==> src/wdtpm_pkg.sv <==
// constants for the watchdog timer with power modes
package wdtpm_pkg;
   localparam logic [7:0] WDTPM_CTRL_ADDR = 8'h8f;   // watchdog_control
   localparam logic [7:0] WDTPM_POWER_CONTROL_ADDR = 8'h87;   // power_control
   localparam logic [7:0] WDTPM_STAT_ADDR = 8'h90;   // watchdog status (count view)
   localparam logic [7:0] WDTPM_CTRL_RST = 8'h00;
   localparam int WDTPM_BIT_RUN = 7;
   localparam int WDTPM_BIT_RESTART = 6;
   localparam int WDTPM_BIT_IDLE_RUN = 5;
   localparam int WDTPM_BIT_PD = 1;
   localparam int WDTPM_BIT_IDLE = 0;
   localparam int WDTPM_BIT_POWER_CONTROL_KEEP = 4;
   localparam logic [7:0] WDTPM_CTRL_WMASK = 8'he7; // bits 4 and 3 unused, read zero
   localparam int WDTPM_TIMER_W = 14;
   localparam int WDTPM_MACHINE_OSC = 12;            // oscillator periods per machine cycle
   localparam int WDTPM_RST_HOLD_MC = 2;             // machine cycles reset must be held
   localparam int WDTPM_SAMPLE_PHASE = 9;            // state 5 phase 2 within twelve phases
   typedef enum logic [1:0] {
      WDTPM_RUN = 2'b00,
      WDTPM_IDLE = 2'b01,
      WDTPM_PDOWN = 2'b10
   } wdtpm_mode_t;
endpackage : wdtpm_pkg

==> src/wdtpm_top.sv <==
// watchdog timer, power modes and external reset filter
//
// Contract
// - after any reset watchdog disabled, timer and prescaler cleared
// - control bit 7 enables counting and time-out reset
// - writing restart bit 6 clears timer, prescaler and bit next cycle
// - control bit 5 keeps watchdog counting in idle; reset value zero
// - bits 2..0 pick ratio 2,4,8,16,32,64,128,256 in odd code order
// - time-out equals 2^14 times ratio times 12 oscillator periods
// - time-out while enabled produces full system reset
// - idle request stops processor clock only; interrupt or reset ends idle
// - power-down stops every clock; reset or enabled port interrupt wakes
// - reset pin sampled at state5 phase2, must stand two machine cycles; in power-down a high pin acts at once
// - reset loads zero into registers, power control bit 4 kept; power-on reset clears bit 4 as well
//
// Decided for this implementation: strobed register access.
module wdtpm_top
   import wdtpm_pkg::*;
#(
   parameter int PHASES = WDTPM_MACHINE_OSC   // oscillator clocks per machine cycle
) (
   input wire logic clk,                      // oscillator clock
   input wire logic rst,                      // power-on reset, active high
   input wire logic ext_reset_pin,            // external reset pin, active high
   input wire logic [7:0] wake_irq,           // enabled port 1 interrupts 2..9
   input wire logic any_irq,                  // any accepted interrupt
   input wire logic [7:0] addr,               // register address
   input wire logic [7:0] wdata,              // write data
   input wire logic wr,                       // write strobe
   input wire logic rd,                       // read strobe
   output logic [7:0] rdata,                  // read data, one cycle after rd
   output logic sys_reset,                    // full system reset out
   output logic cpu_clk_en,                   // processor clock gate
   output logic periph_clk_en,                // peripheral clock gate
   output logic [13:0] wdog_count             // timer value
);
   import wdtpm_pkg::*;

   localparam int PH_W = $clog2(PHASES);

   wdtpm_mode_t mode_q;
   logic [7:0] ctrl_q;
   logic [7:0] power_control_q;
   logic [PH_W-1:0] phase_q;
   logic [7:0] presc_q;
   logic [WDTPM_TIMER_W-1:0] timer_q;
   logic [1:0] pin_cnt_q;
   logic pin_reset_q;
   logic wdog_fire_q;
   logic sreset;
   logic mc_tick;
   logic clocks_on;
   logic counting;
   logic presc_tc;
   logic restart_pend;
   logic pd_wake;
   logic sample_now;
   logic [23:0] span_q;
   logic span_valid_q;

   // ratio select: code to ratio minus one, note swapped bits for codes 1 and 2
   function automatic logic [7:0] wdtpm_ratio_m1(input logic [2:0] sel);
      case (sel)
         3'h0: wdtpm_ratio_m1 = 8'h01;
         3'h2: wdtpm_ratio_m1 = 8'h03;
         3'h1: wdtpm_ratio_m1 = 8'h07;
         3'h3: wdtpm_ratio_m1 = 8'h0f;
         3'h4: wdtpm_ratio_m1 = 8'h1f;
         3'h5: wdtpm_ratio_m1 = 8'h3f;
         3'h6: wdtpm_ratio_m1 = 8'h7f;
         default: wdtpm_ratio_m1 = 8'hff;
      endcase
   endfunction : wdtpm_ratio_m1

   // any reset source restores mode, control and counts; phase, pin filter and power control bit 4 clear on power-on only
   assign sreset = rst | pin_reset_q | wdog_fire_q;
   assign sys_reset = sreset;
   assign clocks_on = (mode_q != WDTPM_PDOWN);
   assign cpu_clk_en = (mode_q == WDTPM_RUN);
   assign periph_clk_en = clocks_on;
   assign mc_tick = clocks_on && (phase_q == PH_W'(PHASES - 1));
   assign restart_pend = ctrl_q[WDTPM_BIT_RESTART];
   // idle only counts when allowed; power-down halts everything
   assign counting = ctrl_q[WDTPM_BIT_RUN] && clocks_on &&
                     (mode_q == WDTPM_RUN || ctrl_q[WDTPM_BIT_IDLE_RUN]);
   assign presc_tc = presc_q == wdtpm_ratio_m1(ctrl_q[2:0]);
   assign pd_wake = |wake_irq;
   // the reset pin is sampled once per machine cycle while the oscillator runs; in power-down a high pin acts at once
   assign sample_now = clocks_on && (phase_q == PH_W'(WDTPM_SAMPLE_PHASE % PHASES));
   assign wdog_count = timer_q;

   // machine-cycle phase counter, stopped with the oscillator
   // only power-on clears it: a held pin reset must keep being sampled to end
   always_ff @(posedge clk) begin
      if (rst) begin
         phase_q <= '0;
      end else if (clocks_on) begin
         phase_q <= mc_tick ? '0 : phase_q + PH_W'(1);
      end
   end

   // reset pin filter: sampled once a machine cycle, two in a row needed
   always_ff @(posedge clk) begin
      if (rst) begin
         pin_cnt_q <= 2'h0;
         pin_reset_q <= 1'b0;
      end else if (sample_now) begin
         if (!ext_reset_pin) begin
            pin_cnt_q <= 2'h0;
            pin_reset_q <= 1'b0;
         end else if (pin_cnt_q == 2'(WDTPM_RST_HOLD_MC - 1)) begin
            pin_reset_q <= 1'b1;
         end else begin
            pin_cnt_q <= pin_cnt_q + 2'h1;
         end
      end else if (!clocks_on && ext_reset_pin) begin
         pin_reset_q <= 1'b1;   // hardware reset wakes power-down
      end
   end

   // power mode state; interrupts end idle, enabled port irqs end power-down
   always_ff @(posedge clk) begin
      if (sreset) begin
         mode_q <= WDTPM_RUN;
      end else begin
         case (mode_q)
            WDTPM_RUN: begin
               if (wr && addr == WDTPM_POWER_CONTROL_ADDR && wdata[WDTPM_BIT_PD]) begin
                  mode_q <= WDTPM_PDOWN;
               end else if (wr && addr == WDTPM_POWER_CONTROL_ADDR && wdata[WDTPM_BIT_IDLE]) begin
                  mode_q <= WDTPM_IDLE;
               end
            end
            WDTPM_IDLE: begin
               if (any_irq) begin
                  mode_q <= WDTPM_RUN;
               end
            end
            WDTPM_PDOWN: begin
               if (pd_wake) begin
                  mode_q <= WDTPM_RUN;
               end
            end
            default: mode_q <= WDTPM_RUN;
         endcase
      end
   end

   // power control: mode bits clear on exit; bit 4 survives all but power-on
   always_ff @(posedge clk) begin
      if (rst) begin
         power_control_q <= 8'h00;
      end else if (sreset) begin
         power_control_q <= power_control_q & (8'h01 << WDTPM_BIT_POWER_CONTROL_KEEP);
      end else if (wr && addr == WDTPM_POWER_CONTROL_ADDR) begin
         power_control_q <= wdata;
      end else if (mode_q != WDTPM_RUN && (any_irq || pd_wake)) begin
         power_control_q[WDTPM_BIT_PD] <= 1'b0;
         power_control_q[WDTPM_BIT_IDLE] <= 1'b0;
      end
   end

   // control register; restart bit self-clears one cycle after the write
   always_ff @(posedge clk) begin
      if (sreset) begin
         ctrl_q <= WDTPM_CTRL_RST;
      end else if (wr && addr == WDTPM_CTRL_ADDR) begin
         ctrl_q <= wdata & WDTPM_CTRL_WMASK;
      end else if (restart_pend) begin
         ctrl_q[WDTPM_BIT_RESTART] <= 1'b0;
      end
   end

   // prescaler and 14-bit timer; restart wins over counting
   always_ff @(posedge clk) begin
      if (sreset || restart_pend) begin
         presc_q <= 8'h00;
         timer_q <= '0;
      end else if (counting && mc_tick) begin
         presc_q <= presc_tc ? 8'h00 : presc_q + 8'h01;
         if (presc_tc) begin
            timer_q <= timer_q + WDTPM_TIMER_W'(1);
         end
      end
   end

   // overflow of the timer while enabled forces one reset pulse
   always_ff @(posedge clk) begin
      if (rst || wdog_fire_q) begin
         wdog_fire_q <= 1'b0;
      end else begin
         wdog_fire_q <= counting && mc_tick && presc_tc && (&timer_q) && !restart_pend;
      end
   end

   // register read port, data one cycle after the strobe; unmapped reads zero
   always_ff @(posedge clk) begin
      if (rst) begin
         rdata <= 8'h00;
      end else if (rd) begin
         case (addr)
            WDTPM_CTRL_ADDR: rdata <= ctrl_q;
            WDTPM_POWER_CONTROL_ADDR: rdata <= power_control_q;
            WDTPM_STAT_ADDR: rdata <= timer_q[WDTPM_TIMER_W-1:WDTPM_TIMER_W-8];
            default: rdata <= 8'h00;
         endcase
      end else begin
         rdata <= 8'h00;
      end
   end

   // assertion helper: machine cycles counted since the timer last started from zero,
   // only meaningful while the ratio has not been changed in mid-count
   always_ff @(posedge clk) begin
      if (sreset || restart_pend) begin
         span_q <= 24'h000000;
         span_valid_q <= 1'b1;
      end else begin
         if (counting && mc_tick) begin
            span_q <= span_q + 24'h000001;
         end
         if (wr && addr == WDTPM_CTRL_ADDR && wdata[2:0] != ctrl_q[2:0]) begin
            span_valid_q <= 1'b0;
         end
      end
   end

   // reset clears run enable and counts
   reset_clears_a: assert property (@(posedge clk) sreset |=>
      (ctrl_q == 8'h00 && timer_q == '0 && presc_q == 8'h00))
      else $error("reset left watchdog state");
   disabled_quiet_a: assert property (@(posedge clk) disable iff (rst)
      !ctrl_q[WDTPM_BIT_RUN] && !sreset |=> !wdog_fire_q)
      else $error("disabled watchdog fired");
   restart_clears_a: assert property (@(posedge clk) disable iff (rst)
      restart_pend |=> (!restart_pend || $past(wr)) && timer_q == '0)
      else $error("restart bit did not clear");
   idle_hold_a: assert property (@(posedge clk) disable iff (sreset)
      mode_q == WDTPM_IDLE && !ctrl_q[WDTPM_BIT_IDLE_RUN] && !restart_pend |=> $stable(timer_q))
      else $error("watchdog counted in idle");
   pdown_halt_a: assert property (@(posedge clk) disable iff (sreset)
      mode_q == WDTPM_PDOWN && !restart_pend |=> $stable(timer_q) && $stable(presc_q))
      else $error("watchdog ran in power-down");
   fire_reset_a: assert property (@(posedge clk) disable iff (rst)
      wdog_fire_q |-> sys_reset ##1 (ctrl_q == 8'h00 && mode_q == WDTPM_RUN))
      else $error("time-out did not reset");
   pin_filter_a: assert property (@(posedge clk) disable iff (rst)
      $rose(pin_reset_q) && clocks_on |-> pin_cnt_q == 2'(WDTPM_RST_HOLD_MC - 1))
      else $error("reset pin taken too early");
   idle_cpu_a: assert property (@(posedge clk) disable iff (rst)
      mode_q == WDTPM_IDLE |-> !cpu_clk_en && periph_clk_en)
      else $error("idle clock gating wrong");
   presc_step_a: assert property (@(posedge clk) disable iff (sreset)
      !mc_tick && !restart_pend |=> $stable(presc_q))
      else $error("prescaler moved off machine cycle");
   power_control_keep_a: assert property (@(posedge clk) disable iff (rst)
      sreset |=> power_control_q[WDTPM_BIT_POWER_CONTROL_KEEP] == $past(power_control_q[WDTPM_BIT_POWER_CONTROL_KEEP]))
      else $error("power control bit 4 lost");

   // fire lands exactly 2^14 times the ratio machine cycles after a fresh start
   interval_exact_a: assert property (@(posedge clk) disable iff (rst)
      wdog_fire_q && span_valid_q |->
      span_q == (24'(wdtpm_ratio_m1(ctrl_q[2:0])) + 24'h000001) << WDTPM_TIMER_W)
      else $error("time-out interval wrong");

   // idle and power-down are the only other legal modes
   mode_legal_a: assert property (@(posedge clk) disable iff (rst)
      mode_q inside {WDTPM_RUN, WDTPM_IDLE, WDTPM_PDOWN})
      else $error("power mode left its encoding");

   // run mode clocks everything
   run_gates_a: assert property (@(posedge clk) disable iff (rst)
      mode_q == WDTPM_RUN |-> cpu_clk_en && periph_clk_en)
      else $error("run mode clock gating wrong");

   // power-down stops every clock
   pdown_gates_a: assert property (@(posedge clk) disable iff (rst)
      mode_q == WDTPM_PDOWN |-> !cpu_clk_en && !periph_clk_en)
      else $error("power-down clock gating wrong");

   // any interrupt ends idle
   idle_exit_a: assert property (@(posedge clk) disable iff (rst)
      mode_q == WDTPM_IDLE && any_irq |=> mode_q == WDTPM_RUN)
      else $error("interrupt did not end idle");

   // an enabled port interrupt wakes power-down
   pdown_wake_a: assert property (@(posedge clk) disable iff (rst)
      mode_q == WDTPM_PDOWN && pd_wake |=> mode_q == WDTPM_RUN)
      else $error("port interrupt did not wake");

   // a restart write raises the restart bit
   restart_set_a: assert property (@(posedge clk) disable iff (rst)
      wr && addr == WDTPM_CTRL_ADDR && wdata[WDTPM_BIT_RESTART] && !sreset |=> restart_pend)
      else $error("restart write not taken");

   // restart bit lasts one cycle unless written again
   restart_drop_a: assert property (@(posedge clk) disable iff (sreset)
      restart_pend && !(wr && addr == WDTPM_CTRL_ADDR) |=> !restart_pend)
      else $error("restart bit stuck");

   // prescaler wraps at its terminal count
   presc_wrap_a: assert property (@(posedge clk) disable iff (sreset)
      counting && mc_tick && presc_tc |=> presc_q == 8'h00)
      else $error("prescaler did not wrap");

   // timer steps by one on each prescaler terminal count
   timer_step_a: assert property (@(posedge clk) disable iff (sreset)
      counting && mc_tick && presc_tc && !restart_pend |=>
      timer_q == $past(timer_q) + WDTPM_TIMER_W'(1))
      else $error("timer did not step");

   // time-out reset is a single pulse
   fire_pulse_a: assert property (@(posedge clk) disable iff (rst)
      wdog_fire_q |=> !wdog_fire_q)
      else $error("time-out pulse too long");

   // only an enabled watchdog may fire
   fire_enabled_a: assert property (@(posedge clk) disable iff (rst)
      wdog_fire_q |-> $past(ctrl_q[WDTPM_BIT_RUN]))
      else $error("time-out while disabled");

   // a disabled watchdog holds its timer
   counting_off_a: assert property (@(posedge clk) disable iff (sreset)
      !ctrl_q[WDTPM_BIT_RUN] && !restart_pend |=> $stable(timer_q))
      else $error("disabled timer moved");

   // pin reset only follows a high pin
   pin_glitch_a: assert property (@(posedge clk) disable iff (rst)
      $rose(pin_reset_q) |-> $past(ext_reset_pin))
      else $error("pin reset without pin");

   // a low sample of the pin ends the pin reset
   pin_release_a: assert property (@(posedge clk) disable iff (rst)
      pin_reset_q && sample_now && !ext_reset_pin |=> !pin_reset_q)
      else $error("pin reset did not end");

   // power-on loads zero into both registers
   regs_zero_a: assert property (@(posedge clk)
      rst |=> power_control_q == 8'h00 && ctrl_q == WDTPM_CTRL_RST)
      else $error("registers not zero after power-on");

   // read data stand only in the cycle after a read strobe
   read_idle_a: assert property (@(posedge clk) disable iff (rst)
      !rd |=> rdata == 8'h00)
      else $error("read data without strobe");

   // unused control bits never hold a one
   ctrl_unused_a: assert property (@(posedge clk) disable iff (rst)
      ctrl_q[4:3] == 2'h0)
      else $error("unused control bits set");
endmodule : wdtpm_top

==> config.mk <==
export PLATFORM = sky130hd
export DESIGN_NAME = wdtpm_top
export DESIGN_NICKNAME = d
export VERILOG_FILES = /design/src/wdtpm_pkg.sv /design/src/wdtpm_top.sv
export SDC_FILE = /design/constraint.sdc
export NUM_CORES = 1
export LEC_CHECK = 0
export BUFFER_PORTS_ARGS = -buffer_cell sky130_fd_sc_hd__buf_2
export CAP_MARGIN = 10
export CORE_MARGIN = 5
export CORE_UTILIZATION = 55
export DETAILED_ROUTE_END_ITERATION = 7
export GPL_ROUTABILITY_DRIVEN = 0
export PLACE_DENSITY_LB_ADDON = 0.1
export SLEW_MARGIN = 20
export SYNTH_ARGS = -nofsm -noshare
export SYNTH_HDL_FRONTEND = slang
export SYNTH_SLANG_ARGS = --single-unit
export TNS_END_PERCENT = 50
==> constraint.sdc <==
create_clock -name clk -period 3.2 [get_ports clk]
set_input_delay 0.32 -clock clk [delete_from_list [all_inputs] [get_ports clk]]
set_output_delay 0.32 -clock clk [all_outputs]
set_load 0.02 [all_outputs]
# Word level (Yosys, flattened, before mapping)
# Cells that the tools add are included.
dict set report totals {
  inputBits 30
  register_bits 54
  out_inout_bits 25
  wordCells 95
}
dict set report classes {
  addsub 4
  eq_ne 21
  reduce_logical 35
  n_mux 17
  n_bitwise 5
}
# op n
set op_table {}
lappend op_table {{$pmux W8 S7} 1}
lappend op_table {{$eq A8 B8 Y1 const B} 3}
lappend op_table {{$pmux W8 S3} 1}
lappend op_table {{$mux W2} 8}
lappend op_table {{$add A14 B1 Y14 const B} 1}
lappend op_table {{$logic_and A1 B1 Y1} 14}
lappend op_table {{$reduce_and A14 Y1} 1}
lappend op_table {{$eq A3 B3 Y1 const B} 3}
lappend op_table {{$add A8 B1 Y8 const B} 1}
lappend op_table {{$eq A4 B4 Y1 const B} 2}
lappend op_table {{$eq A8 B8 Y1} 1}
lappend op_table {{$mux W8} 1}
lappend op_table {{$ne A2 B2 Y1 const B} 4}
lappend op_table {{$reduce_and A2 Y1} 4}
lappend op_table {{$reduce_or A8 Y1} 1}
lappend op_table {{$eq A3 B2 Y1 const B} 2}
lappend op_table {{$pmux W2 S3} 1}
lappend op_table {{$reduce_bool A2 Y1} 3}
lappend op_table {{$reduce_or A2 Y1} 3}
lappend op_table {{$add A4 B1 Y4 const B} 1}
lappend op_table {{$eq A2 B1 Y1 const B} 2}
lappend op_table {{$logic_or A1 B1 Y1} 4}
lappend op_table {{$mux W1} 4}
lappend op_table {{$mux W4} 1}
lappend op_table {{11 further kinds} 15}

# Logic depth before layout (Yosys ltp)
dict set report logic_depth {
  ltp_word 7
  depth_mapped 7
  ltp_nobuf 6
}

# Least setup slack after synthesis
# Ideal clock, no wire load.
dict set report synth_timing {
  kind {register -> register}
  start {register mode_q[0]}
  end {register wdog_fire_q}
  required_time_ns 3.127
  arrival_time_ns 1.709
  path_buffers 1
  path_stages_with_launch 7
  setup_time_ns 0.073
  period_less_slack_ns 1.782
  path_slack_ns 1.418
  path_cell_list {dfxtp_1 -> nor2_2 -> o2111a_1 -> buf_6 -> nand3_1 -> or4_1 -> nor3_2}
}
dict set report synth_via {
  elab_chain_len 7
  elab_cells_between_ends 10
  cone_classes {1 x eq/ne; 9 x reduce/logical}
}
# element line
set synth_lines {}
lappend synth_lines {{start, declared} wdtpm_top.sv:41} ;# wdtpm_mode_t mode_q;
lappend synth_lines {{start signal, assigned} wdtpm_top.sv:124} ;# mode_q <= WDTPM_RUN;
lappend synth_lines {{start signal, assigned} wdtpm_top.sv:129} ;# mode_q <= WDTPM_PDOWN;
lappend synth_lines {{start signal, assigned} wdtpm_top.sv:131} ;# mode_q <= WDTPM_IDLE;
lappend synth_lines {{$logic_not A2 Y1} --}
lappend synth_lines {{named net cpu_clk_en} wdtpm_top.sv:33} ;# output logic cpu_clk_en,
lappend synth_lines {{$logic_or A1 B1 Y1} wdtpm_top.sv:85} ;# (mode_q == WDTPM_RUN || ctrl_q[WDTPM_BIT_IDLE_RUN]);
lappend synth_lines {{$logic_and A1 B1 Y1} wdtpm_top.sv:84} ;# assign counting = ctrl_q[WDTPM_BIT_RUN] && clocks_on &&
lappend synth_lines {{$logic_and A1 B1 Y1} --}
lappend synth_lines {{$logic_and A1 B1 Y1 (3 in series)} wdtpm_top.sv:192} ;# wdog_fire_q <= counting && mc_tick && presc_tc && (&timer_q) && !restart_pend;
lappend synth_lines {{end signal, assigned} wdtpm_top.sv:192}
lappend synth_lines {{end, declared} wdtpm_top.sv:49} ;# logic wdog_fire_q;
# The timed path passes the listed nets, and every way through them passes these cells.
# A chain may end at the register's enable or synchronous reset.

# Worst setup path after layout
dict set report layout_timing {
  start {register phase_q[0]}
  end {register presc_q[7]}
}
dict set report layout_via {
  elab_chain_len 3
}
# element line
set layout_lines {}
lappend layout_lines {{start, declared} wdtpm_top.sv:44} ;# logic [PH_W-1:0] phase_q;
lappend layout_lines {{start signal, assigned} wdtpm_top.sv:98} ;# phase_q <= mc_tick ? '0 : phase_q + PH_W'(1);
lappend layout_lines {{$eq A4 B4 Y1} wdtpm_top.sv:81} ;# assign mc_tick = clocks_on && (phase_q == PH_W'(PHASES - 1));
lappend layout_lines {{$logic_and A1 B1 Y1} wdtpm_top.sv:81}
lappend layout_lines {{$logic_and A1 B1 Y1} --}
lappend layout_lines {{end signal, assigned} wdtpm_top.sv:180} ;# presc_q <= presc_tc ? 8'h00 : presc_q + 8'h01;
lappend layout_lines {{end, declared} wdtpm_top.sv:45} ;# logic [7:0] presc_q;
# No other way between the ends.

==> flow_summary_export.csv <==
group,metric,value,unit
run_status,run_status,"complete, no violations",
cells_and_area,stdcell_count,433,
run,max_cap_viol_count,0,
clock_network,hold_buffers,0,
hold_path,hold_start,"wdata[6]",
cells_and_area,layout-drive-gt1-share,0.264,
synthesis,number_of_synthesized_flops_with_an_enable_pin,0,
clock_network,cts-resized-gates,0,
timing,setup_viol,0,
timing,tns,0,ns
cells_and_area,fin_nets,397,
worst_setup_path,cp.arrival,2.49,ns
power_and_ir_drop,finalPower,1.29,mW
detailed_routing,antenna_violating_nets_post_route,0,
worst_setup_path,crit_path_max_fanout,16,
place,placedCellCount,425,
worst_setup_path,setup.worst_path.start,"phase_q[0]$_SDFFE_PP0N_",
clock_network,clock_tree.htree_level_count,2,
clock_network,cts_max_path_buffers,2,
global_route,grt_first_pass_wirelength,10.9,mm
cells_and_area,antenna_cells,0,
synthesis,postSynthNetCount,351,
global_route,pin_count_of_the_biggest_net_entering_global_routing,21,
timing,fin_hold_ws,0.241,ns
clock_network,clock_tree.root_cell,"clkbuf_8",
timing,maxClockFrequency,0.432,GHz
cells_and_area,postLayoutCellArea,3310,µm²
synthesis,syn_area,2890,µm²
hold_path,min_path_type,"in2reg",
detailed_routing,routed_wl,6.46,mm
detailed_routing,post_drt_wl_per_cell,14.9,µm
floorplanning,floorplan.die_area,6800,µm²
worst_setup_path,critPathKind,"reg2reg",
global_route,first_global_vias,2306,
synthesis,ys_seq_area_frac,0.374,
worst_setup_path,regToRegStartpoint,"phase_q[0]$_SDFFE_PP0N_",
timing,rsz0062_at_grt,"false",
detailed_routing,drt_drc_violations_left,0,
synthesis,synth_area_per_cell,9.14,µm²
clock_network,numCtsBuffers,5,
timing,layout_min_cycle_time,2.31,ns
synthesis,post_synthesis_instance_total,316,
floorplanning,floorplan.rows,26,
clock_network,cts.sinks,54,
floorplanning,dieWidth,82.5,µm
timing,final_hold_viol_count,0,
floorplanning,effective_utilization_at_floorplan,0.565,
synthesis,ys_async_sr_fraction,0,
synthesis,ys_seq_elements,54,
timing,worst_slew_margin_rel,0.498,
clock_network,clk_transition_reported_paths,0.09,ns
clock_network,cts_tree,"done",
place,place_worst_setup_slack,0.927,ns
place,numPortBuffers,54,
detailed_routing,drt-initial-drc-count,160,
global_route,grt.overflow.total,0,
timing,period_share,0.723,
power_and_ir_drop,powerDensity,390,nW/µm²
detailed_routing,vias,2486,
timing,final-max-slew-violation-count,0,
worst_setup_path,crit_path_start_kind,"register",
worst_setup_path,cp.required,3.37,ns
detailed_routing,vias_per_cell,5.74,
floorplanning,floorplan.die.height,82.5,µm
synthesis,synthFlopType,"dfxtp_1",
clock_network,insertion_delay,0.30,ns
place,dp_hpwl,4.66,mm
synthesis,yosysWarnings,0,
cells_and_area,layout_common_cells,"dfxtp_1 (54), buf_2 (54), nor2_1 (38)",
power_and_ir_drop,max-vdd-ir-drop,0.000194,V
cells_and_area,area.growth.synth_to_final,14.6,%
global_route,track_usage,0.206,
global_route,grt_antenna_before_repair,0,
place,detailed_place.area,3170,µm²
clock_network,cts_post_setup_buffers_inserted,0,
timing,worst_slew_pin_slew,0.753,ns
cells_and_area,postLayoutCoreUtil,0.648,
synthesis,post_synth_num_cell_types,57,
floorplanning,io_pins,55,
floorplanning,placeableCoreArea,5110,µm²
detailed_routing,dr.pass1.iters,4,
timing,setup_ws,0.885,ns
power_and_ir_drop,power_leakage,1.28,nW
timing,skew,0.00349,ns
worst_setup_path,worstSetupEndpointType,"register",
[metal layers]
layer,part of all wire,vias up,track usage
met5,0,-,0
met4,0.0091,0,0.0648
met3,0.055,5,0.0358
met2,0.47,62,0.317
met1,0.47,1175,0.290
li1,-,1244,-
[cell usage after synthesis, types with 5 or more instances]
library cell,n,share of area
a21oi_1,10,0.017
a22oi_1,11,0.029
clkbuf_1,7,0.0091
dfxtp_1,54,0.37
ha_1,5,0.022
inv_1,5,0.0065
mux2_2,6,0.023
mux2i_1,24,0.083
nand2_1,30,0.039
nand3_1,11,0.019
nand4_1,6,0.013
nor2_1,38,0.049
nor3_1,7,0.012
nor4_2,9,0.039
or3_1,14,0.030
xor2_1,6,0.018
[report_power, final]
group	switching, mW	internal [mW]	total (mW)
registers	0.00366	0.675	0.678
logic	0.0370	0.0292	0.0662
clock network	0.212	0.333	0.546
[critical path, cell delays in order (launching register included)]
cell      delay [ns]
dfxtp_1         0.41
ha_1            0.24
o2111a_1        0.49
nand4_4         0.37
o31ai_2         0.55
nor2_1          0.11
[final cells by class]
class | instances | area, µm²
Fill cell | 432 | 1800
Clock inverter | 2 | 60.1
Clock buffer | 6 | 82.6
Inverter | 5 | 18.8
Tap cell | 70 | 87.6
Timing Repair Buffer | 58 | 300
Sequential cell | 54 | 1080
Multi-Input combinational cell | 238 | 1680
[cell families (layout without fill, tap and decap cells)]
logic type      count (synthesis)  in the layout  share of synthesized area
compound gates                 43             43                      0.115
xor+xnor                        7              7                     0.0212
fa+ha+maj                       5              5                     0.0217
buf+inv                        24             71                     0.0438
flops                          54             54                      0.374
mux                            30             30                      0.107
simple gates                  153            153                      0.318
[flip-flops by register name, indices dropped and copies added, names as in the netlist]
name             cells
wdog_count          14
rdata                8
power_control_q      8
phase_q              4
mode_q               2
pin_reset_q          1
ctrl_q               6
presc_q              8
pin_cnt_q            2
wdog_fire_q          1
[worst paths after layout]
check | end | slack, ns | depth (start not counted)
max | presc_q[7]$_SDFFE_PP0P_ | 0.89 | 5
max reg2reg | presc_q[7]$_SDFFE_PP0P_ | 0.89 | 5
min | ctrl_q[6]$_SDFF_PP0_ | 0.24 | 3
min reg2reg | power_control_q[4]$_SDFFE_PP0P_ | 0.48 | 2
Note: power is estimated with default switching activity, not from simulation.
